===== config.mk =====
export PLATFORM = sky130hd
export DESIGN_NAME = sarts_top
export DESIGN_NICKNAME = d
export VERILOG_FILES = /design/src/hdl/sarts_pkg.sv /design/src/hdl/sarts_sync.sv /design/src/hdl/sarts_trig_gen.sv /design/src/hdl/sarts_top.sv
export VERILOG_INCLUDE_DIRS = /design/src /design/src/hdl
export SDC_FILE = /design/constraint.sdc
export NUM_CORES = 1
export LEC_CHECK = 0
export BUFFER_PORTS_ARGS = -buffer_cell sky130_fd_sc_hd__buf_2
export CAP_MARGIN = 5
export CORE_MARGIN = 4
export CORE_UTILIZATION = 55
export CTS_CLUSTER_DIAMETER = 30
export CTS_CLUSTER_SIZE = 24
export DETAILED_ROUTE_END_ITERATION = 10
export PLACE_DENSITY = 0.76
export SYNTH_ARGS = -nofsm -noshare
export SYNTH_HDL_FRONTEND = slang
export SYNTH_SLANG_ARGS = --single-unit

===== constraint.sdc =====
create_clock -name clk -period 3.6 [get_ports clk]
set_input_delay 0 -clock clk [delete_from_list [all_inputs] [get_ports clk]]
set_output_delay 0 -clock clk [all_outputs]
set_load 0.05 [all_outputs]

===== src/hdl/sarts_params.svh =====
// register map, field positions and timing figures of the sar trigger sequencer
`ifndef SARTS_PARAMS_SVH
`define SARTS_PARAMS_SVH

`define SARTS_ADDR_MODE 8'h00
`define SARTS_ADDR_CHSEL 8'h04
`define SARTS_ADDR_RES_A 8'h08
`define SARTS_ADDR_RES_B 8'h0c
`define SARTS_ADDR_CMP_A 8'h10
`define SARTS_ADDR_CMP_B 8'h14
`define SARTS_ADDR_STATUS 8'h18

`define SARTS_MODE_CMP_EN 0
`define SARTS_MODE_OPM_LO 1
`define SARTS_MODE_OPM_HI 2
`define SARTS_MODE_TSEL_LO 3
`define SARTS_MODE_TSEL_HI 5
`define SARTS_MODE_RUN 7
`define SARTS_MODE_MASK 8'hbf

`define SARTS_CH_LO 0
`define SARTS_CH_HI 3
`define SARTS_CH_TRIG_A 4
`define SARTS_CH_TRIG_B 5

`define SARTS_STAT_BUSY 0
`define SARTS_STAT_ARMED 1
`define SARTS_STAT_SAR_LO 16

`define SARTS_RST_MODE 8'h00
`define SARTS_RST_CHSEL 6'h00
`define SARTS_RST_CMP 16'h0000
`define SARTS_RST_RES 10'h000

`define SARTS_CLK_MHZ 20
`define SARTS_SAMPLE_NS 1000
`define SARTS_STEP_NS 250

`endif


===== src/hdl/sarts_pkg.sv =====
// types shared by the sar trigger sequencer modules
package sarts_pkg;

  typedef enum logic [2:0] {
    SARTS_IDLE = 3'h0,
    SARTS_WAIT = 3'h1,
    SARTS_SAMPLE = 3'h3,
    SARTS_TRIAL = 3'h2,
    SARTS_LATCH = 3'h6
  } sarts_state_t;

  typedef struct packed {
    logic cmpEnable;
    logic [1:0] opMode;
    logic [3:0] channel;
    logic sampleOn;
    logic holdOn;
    logic [9:0] dacCode;
  } sarts_afe_t;

  typedef struct packed {
    logic prev;
    logic trig;
  } sarts_trig_t;

  typedef struct packed {
    sarts_state_t st;
    logic [7:0] modeReg;
    logic [5:0] chReg;
    logic [15:0] cmpA;
    logic [15:0] cmpB;
    logic [9:0] resA;
    logic [9:0] resB;
    logic [9:0] approx;
    logic [3:0] bitIdx;
    logic [7:0] cnt;
    logic tgtB;
    logic pready;
    logic pslverr;
    logic [31:0] prdata;
    logic irq;
    sarts_afe_t afe;
  } sarts_regs_t;

endpackage


===== src/hdl/sarts_sync.sv =====
// two flip-flop synchroniser for pin inputs
`timescale 1ns/100ps
module sarts_sync #(
  parameter int WIDTH = 1
) (
  input wire logic clk,
  input wire logic sys_rst,
  input wire logic [WIDTH-1:0] din,
  output logic [WIDTH-1:0] dout
);
  typedef struct packed {
    logic [WIDTH-1:0] s1;
    logic [WIDTH-1:0] s2;
  } sarts_sync_t;

  sarts_sync_t r;
  sarts_sync_t next_r;

  always_comb begin
    next_r.s1 = din;
    next_r.s2 = r.s1;
  end

  always_ff @(posedge clk) begin
    if (sys_rst) begin
      r <= '0;
    end else begin
      r <= next_r;
    end
  end

  assign dout = r.s2;
endmodule


===== src/hdl/sarts_trig_gen.sv =====
// compare-zero match trigger of one pwm timer
`timescale 1ns/100ps
module sarts_trig_gen
  import sarts_pkg::*;
#(
  parameter int CW = 16
) (
  input wire logic clk,
  input wire logic sys_rst,
  input wire logic [CW-1:0] timerCount,
  input wire logic [CW-1:0] compareZero,
  output logic trig
);
  sarts_trig_t r;
  sarts_trig_t next_r;
  logic match;

  always_comb begin
    match = (timerCount == compareZero);
    next_r.prev = match;
    // one pulse per match, however long the counter rests on the value
    next_r.trig = match && !r.prev;
  end

  always_ff @(posedge clk) begin
    if (sys_rst) begin
      r <= '0;
    end else begin
      r <= next_r;
    end
  end

  assign trig = r.trig;
endmodule


===== src/hdl/sarts_top.sv =====
// sar converter sequencer in timer trigger mode, with apb registers
// Notes on behaviour
// - mode bit 0 written 1 enables the voltage comparator
// - channel register bits 4 and 5 pick timer a or timer b as trigger
// - channel register selects exactly one input channel converted per trigger
// - run bit 7 arms the converter into trigger wait, no immediate conversion
// - while armed, a pulse from the selected timer starts a conversion
// - each timer makes its trigger from a compare-zero match
// - sample the input for a fixed period, then hold until conversion ends
// - first step sets bit 9, generator at half reference
// - msb stays 1 if input at or above half reference, else cleared
// - second step sets bit 8, generator at three or one quarter
// - each trial keeps bit if input at least generator output, else clears
// - trials run one bit per step down to bit 0
// - ten-bit result latched into the selected timer's result register
// - each latched result raises the conversion-done interrupt request
// - repeat per trigger while run stays 1; stop when cleared
`timescale 1ns/100ps
`include "sarts_params.svh"
module sarts_top
  import sarts_pkg::*;
#(
  parameter int CW = 16
) (
  input wire logic clk,
  input wire logic sys_rst,
  input wire logic psel,
  input wire logic penable,
  input wire logic pwrite,
  input wire logic [7:0] paddr,
  input wire logic [31:0] pwdata,
  output logic [31:0] prdata,
  output logic pready,
  output logic pslverr,
  input wire logic [CW-1:0] timerCountA,
  input wire logic [CW-1:0] timerCountB,
  input wire logic cmpAbove,
  output sarts_afe_t afeCtrl,
  output logic conversion_done_irq
);
  // least times round up to whole cycles
  localparam int SampleCycles = (`SARTS_SAMPLE_NS * `SARTS_CLK_MHZ + 999) / 1000;
  localparam int StepCycles = (`SARTS_STEP_NS * `SARTS_CLK_MHZ + 999) / 1000;

  sarts_regs_t r;
  sarts_regs_t next_r;
  logic trigA;
  logic trigB;
  logic cmpSync;
  logic wrEn;
  logic rdEn;
  logic mapped;
  logic [31:0] rdData;
  logic runNext;
  logic trigHit;
  logic [7:0] stepLen;
  logic [9:0] bitMask;

  sarts_trig_gen #(.CW(CW)) u_trig_a (
    .clk(clk),
    .sys_rst(sys_rst),
    .timerCount(timerCountA),
    .compareZero(r.cmpA),
    .trig(trigA)
  );

  sarts_trig_gen #(.CW(CW)) u_trig_b (
    .clk(clk),
    .sys_rst(sys_rst),
    .timerCount(timerCountB),
    .compareZero(r.cmpB),
    .trig(trigB)
  );

  // comparator output is analog-side and asynchronous
  sarts_sync #(.WIDTH(1)) u_cmp_sync (
    .clk(clk),
    .sys_rst(sys_rst),
    .din(cmpAbove),
    .dout(cmpSync)
  );

  always_comb begin
    next_r = r;
    wrEn = psel && penable && r.pready && pwrite;
    rdEn = psel && penable && !r.pready;
    mapped = 1'b1;
    rdData = 32'h0000_0000;
    case (paddr)
      `SARTS_ADDR_MODE: begin
        rdData = {24'h00_0000, r.modeReg};
      end
      `SARTS_ADDR_CHSEL: begin
        rdData = {26'h000_0000, r.chReg};
      end
      `SARTS_ADDR_RES_A: begin
        rdData = {22'h00_0000, r.resA};
      end
      `SARTS_ADDR_RES_B: begin
        rdData = {22'h00_0000, r.resB};
      end
      `SARTS_ADDR_CMP_A: begin
        rdData = {16'h0000, r.cmpA};
      end
      `SARTS_ADDR_CMP_B: begin
        rdData = {16'h0000, r.cmpB};
      end
      `SARTS_ADDR_STATUS: begin
        rdData[`SARTS_STAT_BUSY] = (r.st != SARTS_IDLE) && (r.st != SARTS_WAIT);
        rdData[`SARTS_STAT_ARMED] = (r.st != SARTS_IDLE);
        rdData[`SARTS_STAT_SAR_LO +: 10] = r.approx;
      end
      default: begin
        mapped = 1'b0;
      end
    endcase

    // one wait state: ready is high in the second access cycle, low after
    next_r.pready = rdEn;
    next_r.pslverr = rdEn && !mapped;
    next_r.prdata = (rdEn && !pwrite) ? rdData : 32'h0000_0000;

    if (wrEn && mapped) begin
      case (paddr)
        `SARTS_ADDR_MODE: begin
          next_r.modeReg = pwdata[7:0] & `SARTS_MODE_MASK;
        end
        `SARTS_ADDR_CHSEL: begin
          next_r.chReg = pwdata[5:0];
        end
        `SARTS_ADDR_CMP_A: begin
          next_r.cmpA = pwdata[15:0];
        end
        `SARTS_ADDR_CMP_B: begin
          next_r.cmpB = pwdata[15:0];
        end
        default: begin
        end
      endcase
    end

    runNext = next_r.modeReg[`SARTS_MODE_RUN];
    // conversion time selection stretches each trial step
    stepLen = 8'(StepCycles) * (8'(r.modeReg[`SARTS_MODE_TSEL_HI:`SARTS_MODE_TSEL_LO]) + 8'h01);
    bitMask = 10'h001 << r.bitIdx;
    trigHit = 1'b0;
    if (r.chReg[`SARTS_CH_TRIG_B:`SARTS_CH_TRIG_A] == 2'b01) begin
      trigHit = trigA;
    end else if (r.chReg[`SARTS_CH_TRIG_B:`SARTS_CH_TRIG_A] == 2'b10) begin
      trigHit = trigB;
    end
    next_r.irq = 1'b0;

    case (r.st)
      SARTS_IDLE: begin
        if (runNext) begin
          next_r.st = SARTS_WAIT;
        end
      end
      SARTS_WAIT: begin
        if (trigHit) begin
          next_r.st = SARTS_SAMPLE;
          next_r.tgtB = r.chReg[`SARTS_CH_TRIG_B];
          next_r.cnt = 8'(SampleCycles - 1);
          next_r.approx = 10'h000;
        end
      end
      SARTS_SAMPLE: begin
        if (r.cnt == 8'h00) begin
          // hold starts, msb under trial at half reference
          next_r.st = SARTS_TRIAL;
          next_r.bitIdx = 4'h9;
          next_r.approx = 10'h200;
          next_r.cnt = stepLen - 8'h01;
        end else begin
          next_r.cnt = r.cnt - 8'h01;
        end
      end
      SARTS_TRIAL: begin
        if (r.cnt == 8'h00) begin
          // keep bit when input at or above generator output
          if (!cmpSync) begin
            next_r.approx = r.approx & ~bitMask;
          end
          if (r.bitIdx == 4'h0) begin
            next_r.st = SARTS_LATCH;
          end else begin
            next_r.bitIdx = r.bitIdx - 4'h1;
            next_r.approx = (cmpSync ? r.approx : (r.approx & ~bitMask)) | (bitMask >> 1);
            next_r.cnt = stepLen - 8'h01;
          end
        end else begin
          next_r.cnt = r.cnt - 8'h01;
        end
      end
      SARTS_LATCH: begin
        if (r.tgtB) begin
          next_r.resB = r.approx;
        end else begin
          next_r.resA = r.approx;
        end
        next_r.irq = 1'b1;
        next_r.st = SARTS_WAIT;
      end
      default: begin
        next_r.st = SARTS_IDLE;
      end
    endcase

    // clearing run wins over every state, the current result is dropped
    if (!runNext) begin
      next_r.st = SARTS_IDLE;
      next_r.irq = 1'b0;
      next_r.resA = (r.st == SARTS_LATCH) ? r.resA : next_r.resA;
      next_r.resB = (r.st == SARTS_LATCH) ? r.resB : next_r.resB;
    end

    next_r.afe.cmpEnable = next_r.modeReg[`SARTS_MODE_CMP_EN];
    next_r.afe.opMode = next_r.modeReg[`SARTS_MODE_OPM_HI:`SARTS_MODE_OPM_LO];
    next_r.afe.channel = next_r.chReg[`SARTS_CH_HI:`SARTS_CH_LO];
    next_r.afe.sampleOn = (next_r.st == SARTS_SAMPLE);
    next_r.afe.holdOn = (next_r.st == SARTS_TRIAL) || (next_r.st == SARTS_LATCH);
    next_r.afe.dacCode = next_r.approx;
  end

  always_ff @(posedge clk) begin
    if (sys_rst) begin
      r <= '0;
      r.st <= SARTS_IDLE;
      r.modeReg <= `SARTS_RST_MODE;
      r.chReg <= `SARTS_RST_CHSEL;
      r.cmpA <= `SARTS_RST_CMP;
      r.cmpB <= `SARTS_RST_CMP;
      r.resA <= `SARTS_RST_RES;
      r.resB <= `SARTS_RST_RES;
    end else begin
      r <= next_r;
    end
  end

  assign prdata = r.prdata;
  assign pready = r.pready;
  assign pslverr = r.pslverr;
  assign afeCtrl = r.afe;
  assign conversion_done_irq = r.irq;
endmodule


==> results of run 1 <==
final cells by class:
class,instances,area (sq um)
clock buffers,17,425
clock inverters,15,170
fillers,912,3880
inverters,13,48.8
multi-input cells,521,3260
flip-flops and latches,128,2560
well taps,143,179
repair buffers,145,896
final timing paths:
| path | end | slack [ps] | cells past startpoint |
|---|---|---|---|
| worst max register to register | r[62] | 660 | 10 |
| worst min-delay path | r[58] | 70 | 2 |
| worst max-delay path | r[62] | 660 | 10 |
| worst min register to register | u_trig_b.trig | 420 | 1 |
sequential cells by signal, indices dropped and copies added (netlist names):
register	cells
u_trig_a.trig	1
pready	1
u_trig_a.r	1
prdata	26
u_trig_b.r	1
u_cmp_sync.dout	1
u_trig_b.trig	1
r	81
pslverr	1
conversion_done_irq	1
u_cmp_sync.next_r	1
afeCtrl	12
logic make-up (layout without fill, tap and decap cells):
| kind of cell | count (synthesis) | count (layout) | synth area share (%) |
|---|---|---|---|
| AND/OR/NAND/NOR | 268 | 268 | 20.6 |
| AO/OA/AOI/OAI | 153 | 153 | 15.0 |
| flip-flops | 128 | 128 | 39.9 |
| buffers and inverters | 104 | 190 | 9.71 |
| multiplexers | 42 | 42 | 7.01 |
| XOR/XNOR | 40 | 40 | 5.45 |
| adder cells (fa/ha/maj) | 12 | 12 | 2.34 |
| other | 1 | 6 | 0.0583 |
metrics by stage:
stage / total power (W) / setup WS (ps) / util, %
finish: 0.00329 / 662 / 66.0
global route: 0.00337 / 432 / 66.0
CTS: 0.00331 / 687 / 66.0
detailed placement: 0.00158 / 702 / 58.0
global placement: 0.00158 / 810 / 58.0
floorplan: 0.00153 / 1020 / -
layer usage:
| layer | routed length [um] | part of all wire (%) | track usage (%) | vias up |
|---|---|---|---|---|
| met5 | 13 | 0.076 | 0 | - |
| met2 | 8150 | 48 | 42.4 | 250 |
| li1 | - | - | - | 2699 |
| met4 | 498 | 2.9 | 11.5 | 2 |
| met3 | 1310 | 7.6 | 6.84 | 50 |
| met1 | 7150 | 42 | 31.2 | 2650 |
synthesized netlist by cell type, types with 3 or more instances:
library cell | n | share of area [%]
dfxtp_1 | 128 | 40
nand3_1 | 19 | 1.5
xnor2_1 | 13 | 1.8
a31oi_1 | 6 | 0.58
mux2_2 | 4 | 0.70
a221oi_1 | 4 | 0.55
buf_2 | 11 | 0.86
nand2b_1 | 8 | 0.78
nand3b_1 | 3 | 0.35
nand4_1 | 3 | 0.29
buf_6 | 3 | 0.53
a21oi_1 | 56 | 4.4
xor2_1 | 27 | 3.7
a21o_1 | 3 | 0.35
clkbuf_1 | 22 | 1.3
ha_1 | 12 | 2.3
and2_1 | 13 | 1.3
o21ai_0 | 35 | 2.7
or3_1 | 4 | 0.39
and4_1 | 3 | 0.41
nor4_1 | 7 | 0.68
a22oi_1 | 12 | 1.4
mux2i_1 | 36 | 5.6
nand2_1 | 94 | 5.5
and3_1 | 10 | 0.97
nor2b_1 | 14 | 1.4
buf_4 | 52 | 6.1
a32oi_1 | 3 | 0.41
o31ai_1 | 5 | 0.58
nor2_1 | 62 | 3.6
a22o_1 | 7 | 0.95
nor3_1 | 12 | 0.93
a211oi_1 | 4 | 0.47
inv_1 | 13 | 0.76
power breakdown:
part | internal (W) | switching [W] | leakage [nW]
Clock | 0.00108 | 0.000630 | 0.280
Combinational | 0.0000642 | 0.0000932 | 1.76
Sequential | 0.00142 | 0.00000129 | 1.03
critical path, cell delays in order, from the launching register on:
cell,delay (ps)
dfxtp_1,600
ha_1,240
xor2_1,270
inv_1,100
ha_1,310
ha_1,340
nand3_1,90
o211ai_1,330
and3_1,200
o21ai_0,80
a32o_1,260
==> impl_metrics.ini, run 1 <==
[outcome]
status = finished, final reports clean

[place]
place.gp.congestion = 0.896
dp.cells = 918
placed_area_sq_mm = 0.00663
hpwlAfterDp_um = 12100
portBuffers = 109

[clock_network]
cts.sink_count = 128
cts_made_buffers = 17
cts_resized = 0
insertion_delay_ps = 420
ctsHoldBuffers = 32
cts-root-buf = clkbuf_16
cts_tree = done
htree_levels = 4
clock_path_buffers = 2
clk_pin_slew_ps = 60
cts_setup_buffers = 0

[cells_and_area]
final_cell_mix = dfxtp_1 (128), buf_2 (109), nand2_1 (94)
layout-drive-gt1-share_pct = 19.5
final_area_sq_mm = 0.00754
final_net_count = 916
areaGrowthSynthToFinish_pct = 17.3
stdcell_count = 982
layout_commonest_cell = dfxtp_1
num_antenna_cells = 0

[synth]
synthesis.instances = 748
synth_cell_types = 63
ys_seq_area_share_pct = 39.9
yosys_warnings = 0
synth_seq_cells = 128
syn_area_per_cell_sq_um = 8.59
synth.cell_area_sq_mm = 0.00643
synthArstFlopShare_pct = 0
synth-main-ff-cell = dfxtp_1
synth_edf_count = 0

[job]
maxCapViolations = 0

[grt]
grt_first_pass_wirelength_um = 26700
grt_max_degree = 69
grt_pass1_vias = 5438
grt_antenna_before_repair = 1
grt_remaining_overflow = 0
grt_usage_pct = 25.6

[timing]
post-route-period-util_pct = 81.6
tightest_slew_ps = 932
min_period_ps = 2940
timing_hold_violations_final = 0
clock.fmax_mhz = 340
rsz0062_at_grt = false
slew_viol_final = 0
setup_viol = 0
setup_tns_ps = 0
relSlewSlack_pct = 37.7
clock_skew_ps = 5.86
hold_ws_ps = 73.9

[die]
core_sq_mm = 0.0114
die_h_um = 116
start_util_pct = 56.3
io_pins = 132
die-area_sq_mm = 0.0135
die_w_um = 116
row_count = 39

[routing]
drt_iter0_drc = 467
via_count = 5651
via_per_inst = 5.75
final_antenna_net_count = 0
wl_per_cell_um = 17.4
wl_um = 17100
route.detailed.drc = 0
dr.pass1.iters = 5

[critical_path]
critPathRequiredTime_ps = 3910
setup.worst_path.start = r[138]
r2r_start = r[138]
crit_type = flop to flop
end_kind = flop
cp-start-kind = flop
crit_arrival_ps = 3250
crit_fanout = 11

[power]
powerDensity_mw_per_mm2 = 436
ir_worst_vdd_mv = 0.429
p_leak_nw = 3.07

[hold_path]
min_path_type = primary input to flop
min_from = sys_rst
Note: power is estimated with default switching activity, not from simulation.
==> run 2: changes to the inputs <==
--- a/config.mk
+++ b/config.mk
@@ -9,11 +9,11 @@
 export BUFFER_PORTS_ARGS = -buffer_cell sky130_fd_sc_hd__buf_2
 export CAP_MARGIN = 5
 export CORE_MARGIN = 4
-export CORE_UTILIZATION = 55
+export CORE_UTILIZATION = 50
 export CTS_CLUSTER_DIAMETER = 30
 export CTS_CLUSTER_SIZE = 24
 export DETAILED_ROUTE_END_ITERATION = 10
-export PLACE_DENSITY = 0.76
+export PLACE_DENSITY = 0.73
 export SYNTH_ARGS = -nofsm -noshare
 export SYNTH_HDL_FRONTEND = slang
 export SYNTH_SLANG_ARGS = --single-unit
==> constraint.sdc (replaced) <==
create_clock -name clk -period 2.6 [get_ports clk]
set_input_delay 0 -clock clk [delete_from_list [all_inputs] [get_ports clk]]
set_output_delay 0 -clock clk [all_outputs]
set_load 0.05 [all_outputs]
==> run 2 against run 1 <==
Global-route usage decreased by 1.7 points. Worst hold slack lost 48 ps. Critical path depth stayed put. Cell count up 3.9%. Via count is 2.3% higher. Cell area increased by 2.6%. Worst setup slack got worse by 560 ps. Non-clock buffer count is 10 higher. Register-to-register slack worse by 560 ps. Sequential power increased by 39%. Wire length increased by 2.4%. Clock power rose by 42%.
==> impl_metrics.ini, run 2 (same netlist as run 1, synthesis figures left out) <==
[critical_path]
critPathRequiredTime_ps = 2900
crit_fanout = 6
crit_type = flop to flop
r2r_setup_slack_ps = 100
r2r_start = r[139]
worstReg2RegEnd = r[62]
reg2reg_depth = 10
crit_arrival_ps = 2800
end_kind = flop
cp-start-kind = flop

[clock_network]
cts-root-buf = clkbuf_16
clk_pin_slew_ps = 60
cts.sink_count = 128
htree_levels = 4
insertion_delay_ps = 410
cts_setup_buffers = 0
clock_path_buffers = 2
cts_tree = done
cts_made_buffers = 17

[hold_path]
min_path_type = primary input to flop
min_from = timerCountB[10]
hold_path_depth = 4
hold_path_end = u_trig_b.trig

[routing]
dr.pass1.iters = 6
top_layer_used = met4
wl_um = 17500
wl_met2_um = 8300
m1WireLength_um = 7440
via_per_inst = 5.67
via_count = 5780
route.detailed.drc = 0
wl_per_cell_um = 17.2
drt_iter0_drc = 825
wl_met3_um = 1340
final_antenna_net_count = 0

[power]
finalPower_w = 0.00462
ir_worst_vdd_mv = 0.595
p_leak_nw = 3.14
powerDensity_mw_per_mm2 = 597

[cells_and_area]
layout-drive-gt1-share_pct = 21.7
num_antenna_cells = 0
seqCellArea_sq_mm = 0.00257
fin_util_pct = 61.3
multi_input_area_sq_mm = 0.00333
regMostFlops = r
final_cell_mix = dfxtp_1 (126), buf_2 (109), nand2_1 (94)
largest_reg_flops = 81
stdcell_count = 1020
layout_commonest_cell = dfxtp_1
final_net_count = 926
fillers = 1062
areaGrowthSynthToFinish_pct = 20.4

[timing]
slew_viol_final = 0
clock_skew_ps = 12.0
relSlewSlack_pct = 52.2
tightest_slew_ps = 711
clock.fmax_mhz = 400
rsz0062_at_grt = true
min_period_ps = 2500
timing_hold_violations_final = 0
post-route-period-util_pct = 96.2
setup_viol = 0
setup_tns_ps = 0

[place]
dp.cells = 959
portBuffers = 109
place.gp.congestion = 0.913
hpwlAfterDp_um = 12500

[grt]
grt_pass1_vias = 5534
grt_remaining_overflow = 0
grt_usage_pct = 23.9
grt_first_pass_wirelength_um = 27800
grt_max_degree = 63
grt_antenna_before_repair = 0

[outcome]
status = finished, final reports clean

[die]
die-area_sq_mm = 0.0147
die_h_um = 121
die_w_um = 121
core_sq_mm = 0.0126
row_count = 41
io_pins = 132
start_util_pct = 50.9

[job]
maxCapViolations = 0
run 2: cell types whose count changed in the layout (fill, tap and decap cells not counted), sizes merged:
cell / delta
clkbuf: +2
dlygate4sd3: -2
clkinvlp: -2
inv: +3
buf: +12
clkinv: -4
run 2: critical path, stage by stage, from the launching register on:
cell and delay [ps]:
dfxtp_4 360, ha_1 190, xor2_1 150, buf_4 160
ha_1 320, ha_4 300, nand3_1 60, o211ai_1 320
and3_1 200, o21ai_0 80, a32o_1 260
run 2: layer usage:
layer,track usage [%],vias up
li1,-,2729
met4,7.63,0
met2,38.4,261
met1,31.9,2751
met5,0,-
met3,5.31,39
run 2: what timing repair did:
action,4_1_cts,5_1_grt
hold endpoints to repair,54,0
resized for setup,1,9
endpoints found under the setup margin,1,3
hold buffers,30,0
pin swaps,1,3
run 2: how the worst max path moves through the flow:
stage / cells past startpoint / end / slack, ps / start
after floorplan: 10 / r[62] / 20 / r[138]
after global placement: 10 / r[62] / 110 / r[139]
after detailed placement: 10 / r[62] / -10 / r[139]
after CTS: 10 / r[62] / 10 / r[138]
after global routing: 10 / r[62] / -30 / r[139]
final: 10 / r[62] / 100 / r[139]
run 2: area by class of cell:
class                   instances  area share (%)
well taps                     172            2.78
clock buffers                  19            5.85
flip-flops and latches        128            33.2
inverters                      13           0.631
clock inverters                12            2.04
multi-input cells             521            43.0
repair buffers                155            12.5
run 2: report_power, final:
part | internal, W | switching (W) | leakage [nW] | total [W]
combinational | 0.0000904 | 0.000131 | 1.81 | 0.000221
sequential | 0.00196 | 0.00000189 | 1.03 | 0.00197
clock | 0.00156 | 0.000874 | 0.292 | 0.00243
total | 0.00361 | 0.00101 | 3.14 | 0.00462
run 2: through the flow:
step                area [sq um]  worst slack [ps]  hold WS [ps]
finish                      7740              98.2          26.2
global route                7740             -32.8          44.3
CTS                         7660              13.0          4.35
detailed placement          6750             -10.3           232
global placement            6750               108           221
floorplan                   6450              19.5           128
